## src/hdl/csm_pkg.sv

```systemverilog
// Shared constants for the three-channel colorspace matrix multiplier
// Behaviour
// (RULE_01) Everything runs on one rising clock edge.
// (RULE_02) Write select picks one coefficient group, or none.
// (RULE_03) Each coefficient port loads one register of its own.
// (RULE_04) Coefficient ports are ten bits wide.
// (RULE_05) Three 12-bit data words captured every edge. Code captures only on edges with in_ready high.
// (RULE_06) Results come from registers, new each edge. Code changes them only when a word reaches the buffer head.
// (RULE_07) Result is three-term dot product, five cycles later. Code takes longer when the receiver stalls.
// (RULE_08) Data and results are 12-bit two's complement.
// (RULE_09) Coefficients are sign-unit, nine fractional bits.
// (RULE_10) Full precision; round 23-bit sum to 12 bits at the end.
// (RULE_11) Select zero holds; one to three load groups.
package csm_pkg;
  // Word widths
  localparam int DATA_W = 12;
  localparam int COEF_W = 10;
  localparam int FRAC_W = 9;
  localparam int PROD_W = DATA_W + COEF_W;
  localparam int SUM_W = 23;
  localparam int LANES = 3;
  // Pipeline depth from capture to result port
  localparam int PIPE_LAT = 5;
  // Entries of the output buffer
  localparam int BUF_DEPTH = 2;
  // Field positions of the packed result word
  localparam int RES_FIRST_LSB = 0;
  localparam int RES_SECOND_LSB = DATA_W;
  localparam int RES_THIRD_LSB = 2 * DATA_W;
  localparam int RES_W = LANES * DATA_W;
  // Write select codes
  localparam logic [1:0] SEL_HOLD = 2'h0;
  localparam logic [1:0] SEL_FIRST = 2'h1;
  // Reset values
  localparam logic [COEF_W-1:0] COEF_RST = 10'h000;
  localparam logic [DATA_W-1:0] DATA_RST = 12'h000;
  // Half an output LSB in the internal sum, for round-half-up
  localparam logic [SUM_W-1:0] ROUND_HALF = 23'h000100;
endpackage

```

## src/hdl/csm_top.sv

```systemverilog
// Three-channel 3x3 matrix multiplier with coefficient store and output buffer
`timescale 1ns/100ps
module csm_top #(
  parameter int DATA_W = csm_pkg::DATA_W,
  parameter int COEF_W = csm_pkg::COEF_W
)(
  // Clock and reset
  input wire logic ref_clk,
  input wire logic resetn,
  // Coefficient load
  input wire logic [1:0] coef_write_select,
  input wire logic [COEF_W-1:0] coef_port_first,
  input wire logic [COEF_W-1:0] coef_port_second,
  input wire logic [COEF_W-1:0] coef_port_third,
  // Input pixel stream
  input wire logic in_valid,
  output logic in_ready,
  input wire logic [DATA_W-1:0] data_in_first,
  input wire logic [DATA_W-1:0] data_in_second,
  input wire logic [DATA_W-1:0] data_in_third,
  // Result stream
  output logic out_valid,
  input wire logic out_ready,
  output logic [DATA_W-1:0] result_first,
  output logic [DATA_W-1:0] result_second,
  output logic [DATA_W-1:0] result_third
);
  // The arithmetic is built for the documented word sizes only
  if (DATA_W != csm_pkg::DATA_W || COEF_W != csm_pkg::COEF_W)
  begin : g_chk
    $error("csm_top: only 12-bit data and 10-bit coefficients are supported");
  end

  localparam int N = csm_pkg::LANES;
  localparam int PW = csm_pkg::PROD_W;
  localparam int SW = csm_pkg::SUM_W;

  // Signed product of a data word and a fractional coefficient
  function automatic logic signed [PW-1:0] mul(input logic [DATA_W-1:0] d, input logic [COEF_W-1:0] k);
    logic signed [PW-1:0] dx; // Operands widened first so the product is not cut to operand width
    logic signed [PW-1:0] kx;
    dx = PW'($signed(d));
    kx = PW'($signed(k));
    mul = dx * kx; // RULE_08 RULE_09
  endfunction

  // Sum of three products, kept at full internal width
  function automatic logic signed [SW-1:0] add3(input logic signed [PW-1:0] p0, input logic signed [PW-1:0] p1,
                                                input logic signed [PW-1:0] p2);
    add3 = SW'(p0) + SW'(p1) + SW'(p2);
  endfunction

  // Round half up, then drop the fractional bits
  function automatic logic [DATA_W-1:0] rnd(input logic signed [SW-1:0] s);
    logic [SW-1:0] t;
    t = s + csm_pkg::ROUND_HALF;
    rnd = t[csm_pkg::FRAC_W +: DATA_W]; // RULE_10
  endfunction

  logic [COEF_W-1:0] coef_in [N]; // Coefficient ports by index
  logic [DATA_W-1:0] dat_in [N]; // Data ports by index
  logic [COEF_W-1:0] coef_reg [N][N]; // Stored coefficients [port][output group]
  logic [COEF_W-1:0] coef_next [N][N]; // Values the store holds after this edge
  logic adv; // Pipeline moves on this edge
  logic acc; // Input word captured on this edge
  logic v_s1, v_s2, v_s3, v_s4; // Stage valid flags
  logic [DATA_W-1:0] dat_s1 [N]; // Captured data
  logic [COEF_W-1:0] k_s1 [N][N]; // Coefficients paired with the captured data
  logic signed [PW-1:0] prod_next [N][N]; // Nine products
  logic signed [PW-1:0] prod_s2 [N][N];
  logic signed [SW-1:0] sum_next [N]; // Three dot products
  logic signed [SW-1:0] sum_s3 [N];
  logic [DATA_W-1:0] res_next [N]; // Rounded results
  logic [DATA_W-1:0] res_s4 [N];
  logic [csm_pkg::RES_W-1:0] buf_in_data;
  logic [csm_pkg::RES_W-1:0] buf_out_data;

  assign coef_in[0] = coef_port_first; // RULE_04
  assign coef_in[1] = coef_port_second;
  assign coef_in[2] = coef_port_third;
  assign dat_in[0] = data_in_first; // RULE_05
  assign dat_in[1] = data_in_second;
  assign dat_in[2] = data_in_third;

  // The whole pipeline stalls together when the output buffer is full
  assign adv = in_ready;
  assign acc = in_valid && adv;

  // Each port updates only its own register of the selected group; select zero holds all
  for (genvar p = 0; p < N; p++)
  begin : g_port
    for (genvar g = 0; g < N; g++)
    begin : g_grp
      assign coef_next[p][g] = (coef_write_select == 2'(g + 1)) ? coef_in[p] : coef_reg[p][g]; // RULE_02 RULE_03 RULE_11
      assign prod_next[p][g] = mul(dat_s1[p], k_s1[p][g]); // RULE_07
    end
    assign sum_next[p] = add3(prod_s2[0][p], prod_s2[1][p], prod_s2[2][p]); // RULE_07 RULE_10
    assign res_next[p] = rnd(sum_s3[p]); // RULE_10
  end

  // Coefficient store; loads continue even while the data path is stalled
  always_ff @(posedge ref_clk or negedge resetn)
  begin
    if (!resetn)
    begin
      for (int p = 0; p < N; p++)
        for (int g = 0; g < N; g++)
          coef_reg[p][g] <= csm_pkg::COEF_RST;
    end
    else
      coef_reg <= coef_next; // RULE_01
  end

  // Stage valid chain
  always_ff @(posedge ref_clk or negedge resetn)
  begin
    if (!resetn)
    begin
      v_s1 <= 1'b0;
      v_s2 <= 1'b0;
      v_s3 <= 1'b0;
      v_s4 <= 1'b0;
    end
    else if (adv)
    begin
      v_s1 <= in_valid;
      v_s2 <= v_s1;
      v_s3 <= v_s2;
      v_s4 <= v_s3;
    end
  end

  // Data stages; a captured word pairs with the coefficients written on the same edge
  always_ff @(posedge ref_clk or negedge resetn)
  begin
    if (!resetn)
    begin
      for (int i = 0; i < N; i++)
      begin
        dat_s1[i] <= csm_pkg::DATA_RST;
        sum_s3[i] <= '0;
        res_s4[i] <= csm_pkg::DATA_RST;
        for (int j = 0; j < N; j++)
        begin
          k_s1[i][j] <= csm_pkg::COEF_RST;
          prod_s2[i][j] <= '0;
        end
      end
    end
    else if (adv)
    begin
      dat_s1 <= dat_in; // RULE_05
      k_s1 <= coef_next; // RULE_07
      prod_s2 <= prod_next;
      sum_s3 <= sum_next;
      res_s4 <= res_next;
    end
  end

  // Fifth stage is the buffer head, so results leave registered after five edges
  assign buf_in_data = {res_s4[2], res_s4[1], res_s4[0]};

  csm_pair_buf #(
    .WIDTH(csm_pkg::RES_W)
  ) u_buf (
    .ref_clk(ref_clk),
    .resetn(resetn),
    .in_valid(v_s4 && adv),
    .in_ready(in_ready),
    .in_data(buf_in_data),
    .out_valid(out_valid),
    .out_ready(out_ready),
    .out_data(buf_out_data)
  );

  // Result ports are bits of the buffer head register
  assign result_first = buf_out_data[csm_pkg::RES_FIRST_LSB +: DATA_W]; // RULE_06
  assign result_second = buf_out_data[csm_pkg::RES_SECOND_LSB +: DATA_W];
  assign result_third = buf_out_data[csm_pkg::RES_THIRD_LSB +: DATA_W];

  // Helper: expected result from the inputs and coefficients of the capture edge
  logic [DATA_W-1:0] exp_res [N];
  for (genvar o = 0; o < N; o++)
  begin : g_exp
    assign exp_res[o] = rnd(add3(mul(dat_in[0], coef_next[0][o]), mul(dat_in[1], coef_next[1][o]),
                                 mul(dat_in[2], coef_next[2][o])));
  end
endmodule

```

## src/hdl/csm_pair_buf.sv

```systemverilog
// Two-entry output buffer whose head entry drives the outputs directly
`timescale 1ns/100ps
module csm_pair_buf #(
  parameter int WIDTH = 36
)(
  // Clock and reset
  input wire logic ref_clk,
  input wire logic resetn,
  // Filling side
  input wire logic in_valid,
  output logic in_ready,
  input wire logic [WIDTH-1:0] in_data,
  // Draining side
  output logic out_valid,
  input wire logic out_ready,
  output logic [WIDTH-1:0] out_data
);
  // Refuse widths the storage cannot hold
  if (WIDTH < 1)
  begin : g_chk
    $error("csm_pair_buf: WIDTH must be at least 1");
  end

  logic [1:0] count_reg; // Words held, 0 to 2
  logic [1:0] count_next;
  logic [WIDTH-1:0] slot_reg [csm_pkg::BUF_DEPTH]; // Slot 0 is the head
  logic push; // Word taken on this edge
  logic pop; // Word leaves on this edge

  assign push = in_valid && in_ready;
  assign pop = out_valid && out_ready;
  assign count_next = count_reg + {1'b0, push} - {1'b0, pop};
  assign out_data = slot_reg[0];

  // Occupancy and registered handshake flags; ready is precomputed so it is a flop
  always_ff @(posedge ref_clk or negedge resetn)
  begin
    if (!resetn)
    begin
      count_reg <= 2'h0;
      in_ready <= 1'b0;
      out_valid <= 1'b0;
    end
    else
    begin
      count_reg <= count_next;
      in_ready <= (count_next != 2'h2);
      out_valid <= (count_next != 2'h0);
    end
  end

  // Storage: head refills from slot 1 or straight from the input
  always_ff @(posedge ref_clk or negedge resetn)
  begin
    if (!resetn)
    begin
      slot_reg[0] <= '0;
      slot_reg[1] <= '0;
    end
    else if (pop)
    begin
      // A full buffer never pushes, so slot 1 is the only candidate then
      if (count_reg == 2'h2)
        slot_reg[0] <= slot_reg[1];
      else if (push)
        slot_reg[0] <= in_data;
    end
    else if (push)
    begin
      if (count_reg == 2'h0)
        slot_reg[0] <= in_data;
      else
        slot_reg[1] <= in_data;
    end
  end
endmodule

```

## config.mk

```make
export PLATFORM = sky130hd
export DESIGN_NAME = csm_top
export DESIGN_NICKNAME = d
export VERILOG_FILES = /design/src/hdl/csm_pkg.sv /design/src/hdl/csm_top.sv /design/src/hdl/csm_pair_buf.sv
export SDC_FILE = /design/constraint.sdc
export NUM_CORES = 2
export LEC_CHECK = 0
export BUFFER_PORTS_ARGS = -buffer_cell sky130_fd_sc_hd__buf_4
export CORE_MARGIN = 4
export CORE_UTILIZATION = 59
export DETAILED_ROUTE_END_ITERATION = 12
export GPL_ROUTABILITY_DRIVEN = 0
export PLACE_DENSITY = 0.75
export SYNTH_ARGS = -nofsm -noshare
export SYNTH_HDL_FRONTEND = slang
export SYNTH_SLANG_ARGS = --single-unit
export TNS_END_PERCENT = 30
```

## constraint.sdc

```tcl
create_clock -name ref_clk -period 6.45 [get_ports ref_clk]
set_clock_uncertainty 0.15 [all_clocks]
set_input_delay 0.3225 -clock ref_clk [delete_from_list [all_inputs] [get_ports ref_clk]]
set_output_delay 0.3225 -clock ref_clk [all_outputs]
set_load 0.05 [all_outputs]
```

**Word level (Yosys, flattened, before mapping)**

Cells that the tools add are included.

- Multiplexer cells: 15
- Reductions and logical operators: 10
- $mul: 9
- Eq/ne operators: 5
- Bitwise operators: 2
- Add/subtract/negate cells: 11

Operators with widths:

| cell | count |
|---|---|
| $mul 12x10->21 | 9 |
| $mux 36 | 5 |
| $add 21x21->21 | 6 |
| $mux 10 | 9 |
| $mux 72 | 1 |
| $add 21x9->21 const B | 3 |
| $reduce_bool 2->1 | 4 |
| $eq 2x2->1 const B | 3 |
| $reduce_and 3->1 | 2 |
| $logic_and 1x1->1 | 3 |
| $add 2x1->2 | 1 |
| $eq 2x1->1 const B | 1 |
| $logic_not 2->1 | 1 |
| $ne 2x2->1 const B | 1 |
| $not 1->1 | 2 |
| $sub 2x1->2 | 1 |

- Register bits after elaboration: 584
- Output and inout bits: 38
- Bits of input ports: 72
- Logic and storage cells: 97

**Longest topological paths before layout**

- Word-level depth: 5
- Mapped depth: 21
- Gate-level depth less buffers: 20

**Hierarchy**

Synthesis repeated with hierarchy kept, for this count alone.

- Cell total of the unflattened synthesis: 6601
- Area total of the unflattened synthesis: 64869.7 sq um

Modules (own cells, without submodules):

| module | cells an instance | area each (sq um) | sequential area each (sq um) | instances |
|---|---|---|---|---|
| csm_top | 6349 | 61398.9 | 12111.6 | 1 |
| csm_pair_buf | 252 | 3470.8 | 1901.8 | 1 |

**Worst setup path before layout**

OpenSTA, ideal clock, no wires.

- Path kind: reg-to-reg
- From: register k_s1[21] (netlist name)
- To: register prod_s2[64] (netlist name)
- Buffers on the path: 1
- Path slack: 853 ps
- Required time: 6175 ps
- Arrival: 5323 ps
- Stages on the path, launching flop included: 21
- Setup time: 125 ps
- Period minus slack after synthesis: 5597 ps
- Cells stage by stage: dfrtp_1 -> clkbuf_1 -> nand2_1 -> fa_1 -> inv_1 -> fa_1 -> inv_1 -> fa_1 -> inv_1 -> fa_1 -> inv_1 -> fa_1 -> inv_1 -> ha_1 -> a2111oi_0 -> o31ai_1 -> o41a_1 -> a211o_1 -> a21oi_1 -> xnor2_1 -> mux2_2

- Longest elaborated chain between the ends: 1

Ends and longest elaborated chain:

| item | line | RTL |
|---|---|---|
| from (decl) | csm_top.sv:68 | `logic [COEF_W-1:0] k_s1 [N][N];` |
| from (signal, indexed assignment) | csm_top.sv:145 | `k_s1[i][j] <= csm_pkg::COEF_RST;` |
| from (signal assigned) | csm_top.sv:153 | `k_s1 <= coef_next;` |
| $mul 12x10->21 | csm_top.sv:44 | `mul = dx * kx;` |
| to (signal assigned) | csm_top.sv:154 | `prod_s2 <= prod_next;` |
| to (decl) | csm_top.sv:70 | `logic signed [PW-1:0] prod_s2 [N][N];` |

Every way passes these cells.
A chain may end at the register's enable or synchronous reset.

**Final worst setup path**

- From: register dat_s1[17] (netlist name)
- To: register prod_s2[82] (netlist name)

- Longest elaborated chain between the ends: 1

Ends and longest elaborated chain:

| item | line | RTL |
|---|---|---|
| from (decl) | csm_top.sv:67 | `logic [DATA_W-1:0] dat_s1 [N];` |
| from (signal, indexed assignment) | csm_top.sv:140 | `dat_s1[i] <= csm_pkg::DATA_RST;` |
| from (signal assigned) | csm_top.sv:152 | `dat_s1 <= dat_in;` |
| $mul 12x10->21 | csm_top.sv:44 |  |

Every way passes these cells.

==> results.json <==
{
  "status": "finished, final reports clean",
  "criticalPathCategory": "reg -> reg",
  "dp.final_hpwl_mm": 117,
  "drt-initial-drc-count": 2802,
  "dr_wl_met2_mm": 72.5,
  "cts_tree": "done",
  "netlist_top_cells_area": "fa_1 30%, dfrtp_1 21%, ha_1 10%, inv_1 7.3%, mux2_2 6.1%",
  "routedLengthMet1_mm": 63.6,
  "cap_violations": 0,
  "top_layer_used": "met5",
  "cts.clk_slew.worst_paths_ps": 60,
  "synth_common_cells": "1276 x inv_1, 984 x fa_1, 760 x nand2_1",
  "setup_viol": 0,
  "cts_made_buffers": 61,
  "chipWidth_um": 341,
  "grt_setup_unrepaired": "no",
  "dieArea_um2": 116000,
  "synth.yosys.seq_area_share_pct": 21.4,
  "r2r-end": "prod_s2[82]",
  "cp-end-kind": "register",
  "firstDrtPassIters": 6,
  "slew_headroom_pct": 22.5,
  "core_um2": 109000,
  "drt-total-wl_mm": 151,
  "crit_path_start_kind": "register",
  "hold_path_class": "in -> async",
  "cp_data_arrival_time_ps": 6530,
  "post-cts-setup-buffer-count": 0,
  "grt_pass1_vias": 48998,
  "io_buffers": 109,
  "cp.required_ps": 6870,
  "htree_num_levels": 2,
  "synth-async-reset-ratio_pct": 100,
  "fmax_mhz": 163,
  "io_pins": 110,
  "synthesis.area_um2": 65400,
  "viasPerCell": 5.51,
  "crit_fanout": 22,
  "period_minus_slack_ps": 6120,
  "synth_area_per_cell_um2": 9.68,
  "r2r_slack_ps": 330,
  "grt_usage_pct": 27.1,
  "max-clock-path-buffers": 3,
  "syn_inst": 6753,
  "syn_to_final_growth_pct": 7.43,
  "worst_pin_slew_ps": 1160,
  "tns_ps": 0,
  "wl_per_cell_um": 18.2,
  "drive_gt1_share_pct": 10.2,
  "ys.warnings.count": 0,
  "grt_start_max_net_pins": 150,
  "regToRegStartpoint": "dat_s1[17]",
  "largest_reg_flops": 189,
  "grt_overflow": 0,
  "cts_root_buf": "clkbuf_16",
  "grt_pass1_wl_mm": 255,
  "syn_nets": 8330,
  "ys_types": 62,
  "met3WireLength_mm": 9.80,
  "finalHoldViolCount": 0,
  "clock_sinks": 560,
  "antenna_found_initial": 5,
  "slew_viol_final": 0,
  "drc": 0,
  "synth_area_leader_cell": "fa_1",
  "routed-via-count": 45595,
  "rows": 121,
  "period_share_pct": 94.8,
  "r2r_cells": 18,
  "final_nets": 8320,
  "diodes": 0,
  "synth_edf_count": 0,
  "synth_top_area_share_pct": 30.1,
  "synth_top_flop_cell": "dfrtp_1",
  "yosysMostFrequentCell": "inv_1",
  "clock_latency_ps": 690,
  "final_antenna_net_count": 0,
  "ys_seq_elements": 560,
  "die-height_um": 341,
  "start_util_pct": 59.7
}
==> cells by family after synthesis <==
family                   count (synthesis)  share of synthesized area [%]
XOR/XNOR                               280                           3.75
AO/OA/AOI/OAI                          558                           5.51
multiplexers                           362                           6.22
flip-flops                             560                           21.4
adder cells (fa/ha/maj)               1505                           40.1
AND/OR/NAND/NOR                       1866                           13.5
buffers and inverters                 1622                           9.53
==> layer usage <==
layer	vias to the layer above	track usage, %
li1	20835	-
met1	23173	36.7
met2	1327	45.3
met3	258	4.23
met4	2	8.45
met5	-	0
==> critical path: stages (launching register included) <==
cell and delay, ps:
dfrtp_1 720, and2_1 360, fa_1 530, inv_1 60, fa_1 530, inv_1 50
fa_1 470, fa_1 500, inv_1 50, fa_1 480, inv_1 50, ha_1 330
a2111oi_0 370, o21ai_0 180, a31oi_1 410, o21ai_0 220, a21oi_1 210, xnor2_1 80
mux2_2 270
==> placed cells by master (no fill, tap or decap), types with 11 or more instances in the layout <==
| cell type | count |
|---|---|
| dfrtp_1 | 558 |
| a211oi_1 | 23 |
| o21ai_0 | 96 |
| o21bai_1 | 18 |
| and2_1 | 387 |
| nand2_1 | 759 |
| o21a_1 | 32 |
| ha_1 | 521 |
| dlygate4sd3_1 | 68 |
| nor3_1 | 61 |
| clkbuf_8 | 11 |
| mux2_2 | 356 |
| xor2_1 | 60 |
| buf_4 | 198 |
| a31oi_1 | 49 |
| o221ai_1 | 21 |
| nor3b_1 | 22 |
| o211ai_1 | 17 |
| nor4_1 | 11 |
| a21o_1 | 41 |
| or3_1 | 16 |
| a21oi_1 | 160 |
| xnor2_1 | 220 |
| o31ai_1 | 16 |
| nor2b_1 | 80 |
| clkbuf_16 | 62 |
| nand2b_1 | 30 |
| nand3_1 | 74 |
| and3_1 | 31 |
| fa_1 | 984 |
| nand4_1 | 13 |
| a22oi_1 | 15 |
| nor2_1 | 348 |
| inv_1 | 1275 |
| clkinv_2 | 13 |
==> metrics by stage <==
step	utilization, %	hold slack, ps	std cells	instance area, um^2	worst slack, ps
3_3_place_gp	61.6	289	8088	67400	485
5_1_grt	64.2	200	8272	70200	29.1
3_5_place_dp	61.6	298	8088	67400	409
2_1_floorplan	-	-123	6753	65400	853
4_1_cts	64.2	187	8272	70200	379
6_report	64.2	134	8272	70200	332
==> what timing repair did <==
item,CTS,global route
hold endpoints to repair,317,0
resized for setup,0,1
hold buffers,68,0
setup endpoints to repair,0,4
==> area by class of cell <==
type                    count  area, um^2
clock buffers              79        1730
repair buffers            273        2300
well taps                1476        1850
clock inverters            37         403
inverters                1276        4790
flip-flops and latches    560       14000
fillers                  8742       39200
multi-input cells        4571       45200
==> worst max-delay path by stage <==
stage	startpoint	slack [ps]	end
finish	dat_s1[17]	330	prod_s2[82]
global route	dat_s1[27]	30	prod_s2[150]
CTS	dat_s1[28]	380	prod_s2[148]
detailed placement	dat_s1[28]	410	prod_s2[148]
global placement	dat_s1[17]	490	prod_s2[86]
floorplan	k_s1[21]	850	prod_s2[64]
Power is left out: the tool's default activity adds up to more than one toggle a clock period on the data nets, which glitch-free logic cannot reach.
